$ cat src/uis_pkg.sv
// Shared constants and carrier types for the serial controller interrupt and status block
package uis_pkg;

    localparam int DATA_W = 8;
    localparam int FIFO_DEPTH = 16;
    localparam int LEVEL_W = 5;
    localparam int GAP_W = 8;
    localparam int TOUT_W = 8;
    localparam int BAUD_W = 16;
    localparam int FUNSEL_W = 2;
    localparam logic [1:0] FUNSEL_UART = 2'h0;
    localparam logic [1:0] FUNSEL_LIN = 2'h1;
    localparam logic [1:0] FUNSEL_IRDA = 2'h2;
    localparam logic [1:0] FUNSEL_RS485 = 2'h3;
    localparam logic [15:0] BAUD_DIV_RESET = 16'h0013;
    localparam int CLK_HZ = 40000000;
    localparam int MAX_BPS = 1000000;
    // Shortest legal bit period in clocks at the top bit rate
    localparam int MIN_BIT_CLKS = (CLK_HZ + MAX_BPS - 1) / MAX_BPS;
    localparam logic [7:0] GAP_RESET = 8'h00;
    localparam logic [7:0] TOUT_RESET = 8'h00;
    localparam logic [4:0] RX_TRIG_RESET = 5'h01;
    localparam logic [4:0] RTS_LEV_RESET = 5'h0e;

    // Line status sources in receive order
    typedef struct packed {
        logic breakSeen;
        logic framingError;
        logic parityError;
        logic addrMatch;
    } uis_line_t;

    typedef struct packed {
        logic linBreak;
        logic bitError;
        logic idParity;
        logic headerError;
        logic headerSeen;
    } uis_lin_t;

    // One bit per interrupt source
    typedef struct packed {
        logic rxAvail;
        logic txEmpty;
        logic lineStatus;
        logic modemWake;
        logic rxTimeout;
        logic overflow;
        logic linBus;
    } uis_src_t;

endpackage

$ cat src/uis_fifo.sv
// Parameterised flip-flop FIFO with valid/ready on both sides
`timescale 1ns/1ps
module uis_fifo #(
    parameter int WIDTH = 8,
    parameter int DEPTH = 16,
    parameter int CNT_W = $clog2(DEPTH + 1)
) (
    input wire logic clk,
    input wire logic rst_b,
    input wire logic inValid,
    output logic inReady,
    input wire logic [WIDTH-1:0] inData,
    output logic outValid,
    input wire logic outReady,
    output logic [WIDTH-1:0] outData,
    output logic [CNT_W-1:0] level
);
    localparam int PTR_W = $clog2(DEPTH);
    logic [WIDTH-1:0] mem_q [DEPTH];
    logic [PTR_W-1:0] wrPtr_q;
    logic [PTR_W-1:0] rdPtr_q;
    logic [CNT_W-1:0] count_q;
    wire push = inValid && inReady;
    wire pop = outValid && outReady;
    wire [PTR_W-1:0] wrNext = (wrPtr_q == PTR_W'(DEPTH - 1)) ? '0 : wrPtr_q + PTR_W'(1);
    wire [PTR_W-1:0] rdNext = (rdPtr_q == PTR_W'(DEPTH - 1)) ? '0 : rdPtr_q + PTR_W'(1);

    assign inReady = count_q != CNT_W'(DEPTH);
    assign outValid = count_q != '0;
    assign outData = mem_q[rdPtr_q];
    assign level = count_q;

    always_ff @(posedge clk)
    begin
        if (push)
        begin
            mem_q[wrPtr_q] <= inData;
        end
    end

    always_ff @(posedge clk)
    begin
        if (!rst_b)
        begin
            wrPtr_q <= '0;
            rdPtr_q <= '0;
            count_q <= '0;
        end
        else
        begin
            if (push)
                wrPtr_q <= wrNext;
            if (pop)
                rdPtr_q <= rdNext;
            count_q <= count_q + CNT_W'(push) - CNT_W'(pop);
        end
    end
endmodule

$ cat src/uis_uart.sv
// UART function mode with interrupt flags, DMA flag set and CTS/RTS flow control
// What this block does
// - Indicator high only when flag and enable set
// - Receive-available set at trigger, cleared on read
// - Transmit-empty set when FIFO empties, cleared by write
// - Line status flags clear by write one each
// - Modem flag follows CTS change, write-one clear
// - Timeout set on receive idle, cleared on read
// - Transmit overflow clears by write one
// - Receive overflow clears by write one
// - LIN break clear needs both flags written
// - LIN bit error drives LIN flag, write-one clear
// - LIN ID parity error, write-one clear
// - LIN slave header error, write-one clear
// - LIN header seen, write-one clear
// - DMA mode uses separate hardware flag set
// - Function select zero means UART mode
// - Bit rate up to one megabit
// - Full duplex, 16-byte FIFOs each way
// - Programmable receive trigger and timeout
// - Eight-bit idle gap between transmitted characters
// - RTS withdrawn at programmable receive level
// - Gap counted in whole bit periods
`timescale 1ns/1ps
module uis_uart #(
    parameter int DATA_W = uis_pkg::DATA_W,
    parameter int FIFO_DEPTH = uis_pkg::FIFO_DEPTH
) (
    input wire logic clk,
    input wire logic rst_b,
    input wire logic [1:0] functionSelect,
    input wire logic [15:0] baudDiv,
    input wire logic [7:0] txGapDelay,
    input wire logic [7:0] timeoutDelay,
    input wire logic [4:0] rxTrigLevel,
    input wire logic [4:0] rtsLevel,
    input wire logic autoRtsEn,
    input wire logic autoCtsEn,
    input wire logic dmaMode,
    input wire uis_pkg::uis_src_t irqEnable,
    input wire logic txWrite,
    input wire logic [7:0] txWrData,
    output logic txReady,
    input wire logic rxRead,
    output logic [7:0] rxBufferReg,
    output logic rxDataValid,
    input wire uis_pkg::uis_line_t lineClear,
    input wire logic ctsChangeClear,
    input wire logic txOverClear,
    input wire logic rxOverClear,
    input wire logic linIrqClear,
    input wire uis_pkg::uis_lin_t linClear,
    input wire logic dmaFlagClearBit,
    input wire logic rs485AddrEvent,
    input wire uis_pkg::uis_lin_t linEvent,
    output uis_pkg::uis_src_t irqFlag,
    output uis_pkg::uis_line_t lineFlag,
    output uis_pkg::uis_lin_t linFlag,
    output logic txOverFlag,
    output logic rxOverFlag,
    output logic linIrqFlag,
    output uis_pkg::uis_src_t irqIndicator,
    output logic irq,
    output logic [4:0] rxLevel,
    output logic [4:0] txLevel,
    input wire logic rxd,
    output logic txd,
    input wire logic ctsIn,
    output logic rtsOut
);
    // Pin synchronisers
    logic rxdMeta_q;
    logic rxdSync_q;
    logic ctsMeta_q;
    logic ctsSync_q;
    logic ctsLast_q;
    always_ff @(posedge clk)
    begin
        if (!rst_b)
        begin
            rxdMeta_q <= 1'b1;
            rxdSync_q <= 1'b1;
        end
        else
        begin
            rxdMeta_q <= rxd;
            rxdSync_q <= rxdMeta_q;
        end
    end

    // CTS chain runs through reset, so a pin that already stands high
    // gives no false change event once reset is released
    always_ff @(posedge clk)
    begin
        ctsMeta_q <= ctsIn;
        ctsSync_q <= ctsMeta_q;
        ctsLast_q <= ctsSync_q;
    end

    wire uartMode = functionSelect == uis_pkg::FUNSEL_UART;
    // Divider floor keeps the rate at or below the top bit rate
    wire [15:0] minDiv = 16'(uis_pkg::MIN_BIT_CLKS / 16);
    wire [15:0] divUse = (baudDiv < minDiv) ? minDiv : baudDiv;
    logic [15:0] tickCnt_q;
    wire tick16 = tickCnt_q == 16'h0000;
    always_ff @(posedge clk)
    begin
        if (!rst_b)
            tickCnt_q <= 16'h0000;
        else
            tickCnt_q <= tick16 ? divUse : tickCnt_q - 16'h0001;
    end

    // Transmit FIFO, then shifter; separate from receive so both run at once
    logic txOutValid;
    logic txPop;
    logic txInReady;
    logic [7:0] txHead;
    uis_fifo #(.WIDTH(DATA_W), .DEPTH(FIFO_DEPTH)) txFifo (
        .clk(clk),
        .rst_b(rst_b),
        .inValid(txWrite),
        .inReady(txInReady),
        .inData(txWrData),
        .outValid(txOutValid),
        .outReady(txPop),
        .outData(txHead),
        .level(txLevel)
    );
    assign txReady = txInReady;
    wire txOverEvent = txWrite && !txInReady;

    logic [3:0] txSub_q;
    logic [3:0] txBit_q;
    logic [9:0] txShift_q;
    logic txBusy_q;
    logic [7:0] gapCnt_q;
    wire ctsOk = !autoCtsEn || ctsSync_q;
    wire txBitEnd = txBusy_q && tick16 && txSub_q == 4'hf;
    wire gapBitEnd = !txBusy_q && gapCnt_q != 8'h00 && tick16 && txSub_q == 4'hf;
    assign txPop = !txBusy_q && txOutValid && gapCnt_q == 8'h00 && ctsOk && uartMode;
    always_ff @(posedge clk)
    begin
        if (!rst_b)
        begin
            txBusy_q <= 1'b0;
            txSub_q <= 4'h0;
            txBit_q <= 4'h0;
            txShift_q <= 10'h3ff;
            gapCnt_q <= uis_pkg::GAP_RESET;
        end
        else
        begin
            if (tick16)
                txSub_q <= txSub_q + 4'h1;
            if (txPop)
            begin
                txBusy_q <= 1'b1;
                txShift_q <= {1'b1, txHead, 1'b0};
                txBit_q <= 4'h0;
                txSub_q <= 4'h0;
            end
            else if (txBitEnd)
            begin
                txShift_q <= {1'b1, txShift_q[9:1]};
                txBit_q <= txBit_q + 4'h1;
                if (txBit_q == 4'h9)
                begin
                    txBusy_q <= 1'b0;
                    gapCnt_q <= txGapDelay;
                end
            end
            else if (gapBitEnd)
                gapCnt_q <= gapCnt_q - 8'h01;
        end
    end
    assign txd = txShift_q[0];

    // Receiver sampling at mid-bit
    logic rxBusy_q;
    logic [3:0] rxSub_q;
    logic [3:0] rxBit_q;
    logic [7:0] rxShift_q;
    wire rxSample = rxBusy_q && tick16 && rxSub_q == 4'h7;
    wire rxStop = rxSample && rxBit_q == 4'h9;
    wire rxFramingEvent = rxStop && !rxdSync_q;
    wire rxBreakEvent = rxFramingEvent && rxShift_q == 8'h00;
    logic rxInReady;
    logic rxOutValid;
    wire rxOverEvent = rxStop && rxdSync_q && !rxInReady;
    always_ff @(posedge clk)
    begin
        if (!rst_b)
        begin
            rxBusy_q <= 1'b0;
            rxSub_q <= 4'h0;
            rxBit_q <= 4'h0;
            rxShift_q <= 8'h00;
        end
        else
        begin
            if (tick16)
                rxSub_q <= rxSub_q + 4'h1;
            if (!rxBusy_q && !rxdSync_q && uartMode)
            begin
                rxBusy_q <= 1'b1;
                rxSub_q <= 4'h0;
                rxBit_q <= 4'h0;
            end
            else if (rxSample)
            begin
                rxBit_q <= rxBit_q + 4'h1;
                if (rxBit_q == 4'h0 && rxdSync_q)
                    rxBusy_q <= 1'b0;
                else if (rxBit_q != 4'h0 && rxBit_q != 4'h9)
                    rxShift_q <= {rxdSync_q, rxShift_q[7:1]};
                if (rxStop)
                    rxBusy_q <= 1'b0;
            end
        end
    end

    uis_fifo #(.WIDTH(DATA_W), .DEPTH(FIFO_DEPTH)) rxFifo (
        .clk(clk),
        .rst_b(rst_b),
        .inValid(rxStop && rxdSync_q),
        .inReady(rxInReady),
        .inData(rxShift_q),
        .outValid(rxOutValid),
        .outReady(rxRead),
        .outData(rxBufferReg),
        .level(rxLevel)
    );
    assign rxDataValid = rxOutValid;

    // RTS drops once the receive FIFO holds the programmed count
    logic rts_q;
    always_ff @(posedge clk)
    begin
        if (!rst_b)
            rts_q <= 1'b0;
        else
            rts_q <= !autoRtsEn || rxLevel < rtsLevel;
    end
    assign rtsOut = rts_q;

    // Receive idle timer, counted in bit periods while data waits
    logic [7:0] toutCnt_q;
    wire bitTick = tick16 && rxSub_q == 4'hf;
    wire toutEvent = rxOutValid && !rxBusy_q && bitTick && toutCnt_q == timeoutDelay
        && timeoutDelay != 8'h00;
    always_ff @(posedge clk)
    begin
        if (!rst_b || rxRead || rxBusy_q || !rxOutValid)
            toutCnt_q <= 8'h00;
        else if (bitTick && toutCnt_q != timeoutDelay)
            toutCnt_q <= toutCnt_q + 8'h01;
    end

    // Receive level at or above trigger and transmit-empty crossing become set events
    wire rxAvailLevel = rxLevel >= rxTrigLevel && rxTrigLevel != 5'h00;
    logic txEmptyLast_q;
    wire txEmptyEvent = txLevel == 5'h00 && !txEmptyLast_q;
    always_ff @(posedge clk)
    begin
        if (!rst_b)
            txEmptyLast_q <= 1'b1;
        else
            txEmptyLast_q <= txLevel == 5'h00;
    end

    // Sticky flags: a set in the clearing cycle wins
    uis_pkg::uis_line_t line_q;
    uis_pkg::uis_lin_t lin_q;
    logic rxAvail_q;
    logic txEmpty_q;
    logic ctsChange_q;
    logic tout_q;
    logic txOver_q;
    logic rxOver_q;
    logic linIf_q;
    logic dmaLine_q;
    logic dmaOver_q;
    wire uis_pkg::uis_line_t lineSet = '{breakSeen: rxBreakEvent, framingError: rxFramingEvent,
        parityError: 1'b0, addrMatch: rs485AddrEvent};
    wire ctsEvent = ctsSync_q != ctsLast_q;
    wire lineAny = |lineSet;
    wire overAny = txOverEvent || rxOverEvent;
    always_ff @(posedge clk)
    begin
        if (!rst_b)
        begin
            line_q <= '0;
            lin_q <= '0;
            rxAvail_q <= 1'b0;
            txEmpty_q <= 1'b0;
            ctsChange_q <= 1'b0;
            tout_q <= 1'b0;
            txOver_q <= 1'b0;
            rxOver_q <= 1'b0;
            linIf_q <= 1'b0;
            dmaLine_q <= 1'b0;
            dmaOver_q <= 1'b0;
        end
        else
        begin
            rxAvail_q <= rxAvailLevel || (rxAvail_q && !rxRead);
            txEmpty_q <= txEmptyEvent || (txEmpty_q && !txWrite);
            line_q <= lineSet | (line_q & ~lineClear);
            ctsChange_q <= ctsEvent || (ctsChange_q && !ctsChangeClear);
            tout_q <= toutEvent || (tout_q && !rxRead);
            txOver_q <= txOverEvent || (txOver_q && !txOverClear);
            rxOver_q <= rxOverEvent || (rxOver_q && !rxOverClear);
            lin_q <= linEvent | (lin_q & ~linClear);
            // Break alone keeps the summary set until its own clear is paired
            linIf_q <= linEvent.linBreak || (linIf_q && !(linIrqClear && linClear.linBreak));
            dmaLine_q <= lineAny || (dmaLine_q && !dmaFlagClearBit);
            dmaOver_q <= overAny || (dmaOver_q && !dmaFlagClearBit);
        end
    end

    // Non-break LIN causes drive the summary directly from their flags
    wire linSummary = linIf_q || lin_q.bitError || lin_q.idParity || lin_q.headerError
        || lin_q.headerSeen;
    assign irqFlag = '{
        rxAvail: rxAvail_q,
        txEmpty: txEmpty_q,
        lineStatus: dmaMode ? dmaLine_q : |line_q,
        modemWake: ctsChange_q,
        rxTimeout: tout_q,
        overflow: dmaMode ? dmaOver_q : (txOver_q || rxOver_q),
        linBus: linSummary};
    assign lineFlag = line_q;
    assign linFlag = lin_q;
    assign txOverFlag = txOver_q;
    assign rxOverFlag = rxOver_q;
    assign linIrqFlag = linIf_q;
    assign irqIndicator = irqFlag & irqEnable;
    assign irq = |irqIndicator;
endmodule

$ cat config.mk
export PLATFORM = sky130hd
export DESIGN_NAME = uis_uart
export DESIGN_NICKNAME = d
export VERILOG_FILES = /design/src/uis_pkg.sv /design/src/uis_fifo.sv /design/src/uis_uart.sv
export SDC_FILE = /design/constraint.sdc
export NUM_CORES = 1
export LEC_CHECK = 0
export ABC_CLOCK_PERIOD_IN_PS = 3400
export BUFFER_PORTS_ARGS = -buffer_cell sky130_fd_sc_hd__buf_2
export CAP_MARGIN = 10
export CELL_PAD_IN_SITES_DETAIL_PLACEMENT = 0
export CELL_PAD_IN_SITES_GLOBAL_PLACEMENT = 1
export CORE_MARGIN = 2
export CORE_UTILIZATION = 38
export CTS_CLUSTER_DIAMETER = 80
export DETAILED_ROUTE_END_ITERATION = 7
export PLACE_DENSITY = 0.72
export SYNTH_ARGS = -nofsm -noshare
export SYNTH_HDL_FRONTEND = slang
export SYNTH_SLANG_ARGS = --single-unit
$ cat constraint.sdc
create_clock -name clk -period 3.4 [get_ports clk]
set_input_delay 0.17 -clock clk [delete_from_list [all_inputs] [get_ports clk]]
set_output_delay 0.17 -clock clk [all_outputs]
set_load 0.05 [all_outputs]
==> impl_metrics.json, run 1 <==
{
  "fp.dieH_um": 210,
  "gp_congestion": 0.830,
  "final_hold_viol_count": 0,
  "synth_nets": 1272,
  "holdWs_ps": 29.5,
  "pre_cts_ws_ps": 389,
  "post-route-util_pct": 46.3,
  "fin_worst_skew_ps": 17.3,
  "grt_util_all_layers_pct": 17.0,
  "dr_wl_met3_um": 1640,
  "numCtsBuffers": 42,
  "power_mw": 12.5,
  "antenna_found_initial": 0,
  "first_iter_violations": 641,
  "fin_area_sq_mm": 0.0194,
  "grt_pass1_vias": 10200,
  "reg2reg_depth": 15,
  "synth.area.top_cells": "edfxtp_1, dfxtp_1, mux4_2, ha_1, nor2_1",
  "detailed_place.area_sq_mm": 0.0175,
  "yosysTopAreaCell": "edfxtp_1",
  "outcome": "finished, final reports clean",
  "cts_tree": "yes",
  "clock.fmax_mhz": 329,
  "clk_pin_slew_ps": 60,
  "synth-edff-count": 256,
  "leakagePower_nw": 6.95,
  "tightest_slew_ps": 1010,
  "rr_startpoint": "txFifo.level[2]",
  "fill_cells": 3702,
  "hp-class": "input port to flip-flop",
  "first_pass_iters": 5,
  "rows": 75,
  "fin_ws_ps": 360,
  "synth-seq-cells": 382,
  "cap_violations": 0,
  "arrival_ps": 3510,
  "via_per_inst": 5.19,
  "ant_nets": 0,
  "htree_levels": 2,
  "cts_root_buf": "clkbuf_16",
  "synthArstFlopShare_pct": 0,
  "avgSynthCellArea_sq_um": 14.2,
  "fin_cells": 1925,
  "ff2ff_setup_slack_ps": 360,
  "overflow": 0,
  "wl_per_cell_um": 19.2,
  "place_inst": 1791,
  "startpoint_type": "flip-flop",
  "synthFlopType": "edfxtp_1",
  "multi_input_area_sq_mm": 0.00550,
  "drive_gt1_share_pct": 22.9,
  "clk_latency_ps": 550,
  "grt_max_degree": 42,
  "crit_fanout": 10,
  "dp_hpwl_um": 24900,
  "max-clock-path-buffers": 3,
  "final_nets": 1488,
  "slew_headroom_pct": 32.0,
  "syn2layout_area_growth_pct": 20.3,
  "crit_path_end_kind": "flip-flop",
  "final_max_slew_viol_count": 0,
  "path_class": "flip-flop to flip-flop",
  "diodes": 0,
  "coreArea_sq_mm": 0.0419,
  "rsz0062_at_grt": "no",
  "wirelength_um": 37000,
  "fin_crit_sh_pct": 89.4,
  "yosysTopAreaCellShare_pct": 47.6,
  "vdd_drop_max_mv": 0.493,
  "top_layer": "met4",
  "power.density_mw_per_mm2": 646,
  "fp.dieArea_sq_mm": 0.0441,
  "yosysSeqAreaShare_pct": 63.3,
  "worstHoldStart": "txWrData[3]",
  "period_minus_slack_ps": 3040,
  "postCtsSetupRepairBufs": 0,
  "synth_cell_types": 66,
  "port_buffers": 136,
  "io_pins": 137,
  "clock_sinks": 382,
  "yosys_warnings": 0,
  "postSynthCellCount": 1140,
  "wl_met1_um": 15800,
  "setup_viol": 0,
  "hold_depth": 1,
  "critPathRequiredTime_ps": 3870,
  "fin_setup_tns_ps": 0,
  "grt_pass1_wl_um": 57700,
  "min_to": "txFifo.mem_q[2][3]",
  "start_util_pct": 38.5,
  "drc_errors": 0,
  "syn_area_sq_mm": 0.0161,
  "wl_met2_um": 18800,
  "die_x_um": 210,
  "r2r_end": "txFifo.level[4]",
  "final-seq-area_sq_mm": 0.0102,
  "route.vias.total": 9992
}
[worst max-delay path by stage]
stage,from,to,slack [ps],depth (start not counted)
final,txFifo.level[2],txFifo.level[4],360,15
after CTS,txFifo.level[3],txFifo.level[4],350,15
after floorplan,rxFifo.level[3],rxFifo.level[4],200,15
after detailed placement,txFifo.level[3],txFifo.level[4],390,15
after global routing,txFifo.level[3],txFifo.level[4],130,15
after global placement,txFifo.level[3],txFifo.level[4],460,15
[logic make-up (layout without fill, tap and decap cells)]
group	after synthesis	in the layout	synth area share [%]
AOI/OAI and AO/OA	154	154	6.09
buffers and inverters	105	351	2.68
and+or+nand+nor	313	313	10.3
DFF	382	382	63.3
xor gates and xnor gates	45	45	2.44
muxes	97	97	11.7
adders and majority gates	44	44	3.50
[flip-flops by register name, summed over array words and instances, names as in the netlist, 4 cells and up, named ones only]
register        flops
rxBit_q             4
linFlag             5
txShift_q           9
tickCnt_q          16
txFifo.level        5
rxFifo.mem_q      128
txSub_q             4
txFifo.wrPtr_q      4
rxShift_q           8
txBit_q             4
txFifo.rdPtr_q      4
toutCnt_q           8
rxFifo.level        5
rxFifo.wrPtr_q      4
gapCnt_q            8
txFifo.mem_q      128
lineFlag            4
rxSub_q             4
rxFifo.rdPtr_q      4
[layer usage]
metal  track usage [%]  vias up
met3              3.26       51
met5                 0        -
met4              5.04        0
met1              21.6     4996
met2              29.5      191
li1                  -     4754
[critical path, cell delays in order (launching register included)]
cell      delay [ps]
dfxtp_1          340
inv_1             80
ha_1             150
or4b_1           480
and3_1           200
and2_1           290
nand2b_1         170
nand2_1           80
ha_1             200
inv_1             70
fa_1             210
inv_1             50
a21oi_1          120
nor2_1            60
or3_1            340
a21oi_1          130
[power breakdown]
part / switching (mW) / internal, mW
combinational: 1.63 / 1.15
sequential: 0.255 / 5.17
clock: 1.79 / 2.55
[cells in the mapped netlist, drive strengths merged (22+ instances only)]
master / n
edfxtp: 256
o21ai: 29
nand2: 66
xnor2: 22
and2: 24
inv: 54
mux2i: 22
nor3: 27
ha: 42
nor2: 82
mux4: 73
a21oi: 57
xor2: 23
dfxtp: 126
clkbuf: 30
[cell type report]
cell class / count / share of cell area (%)
clock buffer: 53 / 5.73
clock inverter: 21 / 1.02
inverter: 54 / 1.04
multi-input combinational: 653 / 28.3
sequential: 382 / 52.6
tap: 539 / 3.47
timing repair buffer: 223 / 7.77
[placed cells by master (no fill, tap or decap), types with 8 or more instances in the layout]
cell           count
a211oi_1           8
a21oi_1           57
and2_1            23
and3_1            14
buf_2            136
buf_4             25
clkbuf_1           9
clkbuf_16         42
clkinv_2           8
dfxtp_1          124
dlygate4sd3_1     60
edfxtp_1         256
ha_1              42
inv_1             53
mux2i_1           22
mux4_2            73
nand2_1           66
nand2b_1          12
nand3_1           15
nand4_1           10
nor2_1            81
nor3_1            25
nor4_1            16
o21ai_0           28
or3_1             10
xnor2_1           22
xor2_1            23
[timing repair]
action,4_1_cts,5_1_grt
resized for setup,0,0
endpoints found under the hold margin,123,0
hold buffers,60,0
Power figures use the tool's default switching activity.
==> run 2: changes to the inputs <==
--- a/config.mk
+++ b/config.mk
@@ -5,7 +5,8 @@
 export SDC_FILE = /design/constraint.sdc
 export NUM_CORES = 1
 export LEC_CHECK = 0
-export ABC_CLOCK_PERIOD_IN_PS = 3400
+export ABC_AREA = 0
+export ABC_CLOCK_PERIOD_IN_PS = 2870
 export BUFFER_PORTS_ARGS = -buffer_cell sky130_fd_sc_hd__buf_2
 export CAP_MARGIN = 10
 export CELL_PAD_IN_SITES_DETAIL_PLACEMENT = 0
==> constraint.sdc (replaced) <==
create_clock -name clk -period 2.87 [get_ports clk]
set_input_delay 0.1435 -clock clk [delete_from_list [all_inputs] [get_ports clk]]
set_output_delay 0.1435 -clock clk [all_outputs]
set_load 0.05 [all_outputs]
==> impl_metrics.json, run 2 (synthesized netlist as in run 1, its figures left out) <==
{
  "outcome": "finished, final reports clean",
  "fin_area_sq_mm": 0.0199,
  "final_max_slew_viol_count": 0,
  "final-seq-area_sq_mm": 0.0102,
  "critPathMostFrequentCell": "inv_1",
  "cts_root_buf": "clkbuf_16",
  "layout_common_cells": "edfxtp_1, buf_2, dfxtp_1",
  "grt_pass1_vias": 10200,
  "crit_fanout": 2,
  "max_stage_delay_ps": 470,
  "first_iter_violations": 882,
  "antenna_found_initial": 1,
  "cpLargestDelayFamily": "simple AND/OR/NAND/NOR gates",
  "critPathRequiredTime_ps": 3360,
  "vdd_drop_max_mv": 0.577,
  "place_inst": 1811,
  "layout_commonest_cell": "edfxtp_1",
  "drc_errors": 0,
  "final_hold_viol_count": 0,
  "start_util_pct": 38.5,
  "tightest_slew_ps": 1070,
  "drive_gt1_share_pct": 25.7,
  "clk_latency_ps": 550,
  "hp-class": "input port to flip-flop",
  "final_nets": 1520,
  "diodes": 0,
  "fin_crit_sh_pct": 96.1,
  "dp_hpwl_um": 24400,
  "clk_pin_slew_ps": 60,
  "multi_input_area_sq_mm": 0.00554,
  "rsz0062_at_grt": "no",
  "crit_path_top_delay_cell": "or4b_4",
  "fin_setup_tns_ps": 0,
  "startpoint_type": "flip-flop",
  "via_per_inst": 5.16,
  "period_minus_slack_ps": 2760,
  "grt_pass1_wl_um": 57700,
  "crit_path_end_kind": "flip-flop",
  "setup_viol": 0,
  "htree_levels": 2,
  "grt_max_degree": 35,
  "coreArea_sq_mm": 0.0419,
  "post-route-util_pct": 47.5,
  "overflow": 0,
  "fill_cells": 3624,
  "max-clock-path-buffers": 3,
  "cap_violations": 0,
  "detailed_place.area_sq_mm": 0.0177,
  "wl_per_cell_um": 18.9,
  "fin_worst_skew_ps": 15.9,
  "reg_top3": "rxFifo.mem_q (128), txFifo.mem_q (128), tickCnt_q (16)",
  "arrival_ps": 3240,
  "syn2layout_area_growth_pct": 23.5,
  "slew_headroom_pct": 27.9,
  "cp_num_buf_inv": 4,
  "power.density_mw_per_mm2": 798,
  "first_pass_iters": 5,
  "io_pins": 137,
  "fp.dieArea_sq_mm": 0.0441,
  "numCtsBuffers": 43,
  "grt_util_all_layers_pct": 16.9,
  "fin_cells": 1961,
  "path_cells": "inv_1, ha_1, or4b_4, and2_1, ha_1, inv_1, ha_1, inv_1, fa_2, inv_1, a21oi_1, nor2_1, or3_1, a21oi_1",
  "ant_nets": 0,
  "route.vias.total": 10100,
  "wirelength_um": 37000,
  "rows": 75,
  "die_x_um": 210,
  "power_mw": 15.9,
  "clock.fmax_mhz": 363,
  "clock_sinks": 382,
  "fp.dieH_um": 210,
  "path_class": "flip-flop to flip-flop",
  "gp_congestion": 0.813,
  "cts_tree": "yes",
  "port_buffers": 136,
  "leakagePower_nw": 7.20
}
## run 2: repair_timing
item | in CTS | in global routing
hold endpoints to repair | 172 | 0
hold buffers | 65 | 0
pin swaps | 0 | 4
buffers inserted | 1 | 5
endpoints found under the setup margin | 1 | 2
resized for setup | 0 | 9
## run 2: worst reg2reg max path, cell delays in order, from the launching register on
cell	delay [ps]
dfxtp_2	310
inv_1	80
ha_1	160
or4b_4	470
and2_1	190
ha_1	270
inv_1	40
ha_1	190
inv_1	90
fa_2	210
inv_1	40
a21oi_1	110
nor2_1	60
or3_1	330
a21oi_1	130
## run 2: stage by stage
stage	setup slack [ps]	hold WS [ps]
2_1_floorplan	-207	171
3_3_place_gp	94.9	247
3_5_place_dp	26.7	248
4_1_cts	45.7	3.96
5_1_grt	2.38	80.8
6_report	113	37.8
## run 2: worst paths after layout
check	to	depth (start not counted)	start	slack, ps
setup / recovery	rxFifo.level[4]	14	rxFifo.level[2]	110
hold / removal	gapCnt_q[7]	4	txGapDelay[7]	40
setup reg to reg	rxFifo.level[4]	14	rxFifo.level[2]	110
hold reg to reg	ctsSync_q	0	ctsMeta_q	330
## run 2: where the power goes
| part | internal, mW | total [mW] | switching [mW] |
|---|---|---|---|
| clock network | 3.76 | 5.94 | 2.18 |
| registers | 6.14 | 6.39 | 0.253 |
| logic | 1.55 | 3.58 | 2.03 |
| total | 11.4 | 15.9 | 4.47 |
## run 2: layout make-up
class                      count  share of cell area (%)
sequential                   382                    51.3
multi-input combinational    653                    27.8
timing repair buffer         254                    8.80
clock buffer                  53                    5.80
tap                          539                    3.38
clock inverter                26                    1.90
inverter                      54                    1.02
## run 2: layer usage
layer | vias to the layer above | share of wire (%) | track usage [%]
li1 | 4820 | - | -
met1 | 5035 | 44 | 22.6
met2 | 205 | 49 | 28.3
met3 | 59 | 4.3 | 3.29
met4 | 0 | 2.3 | 4.62
met5 | - | 0 | 0
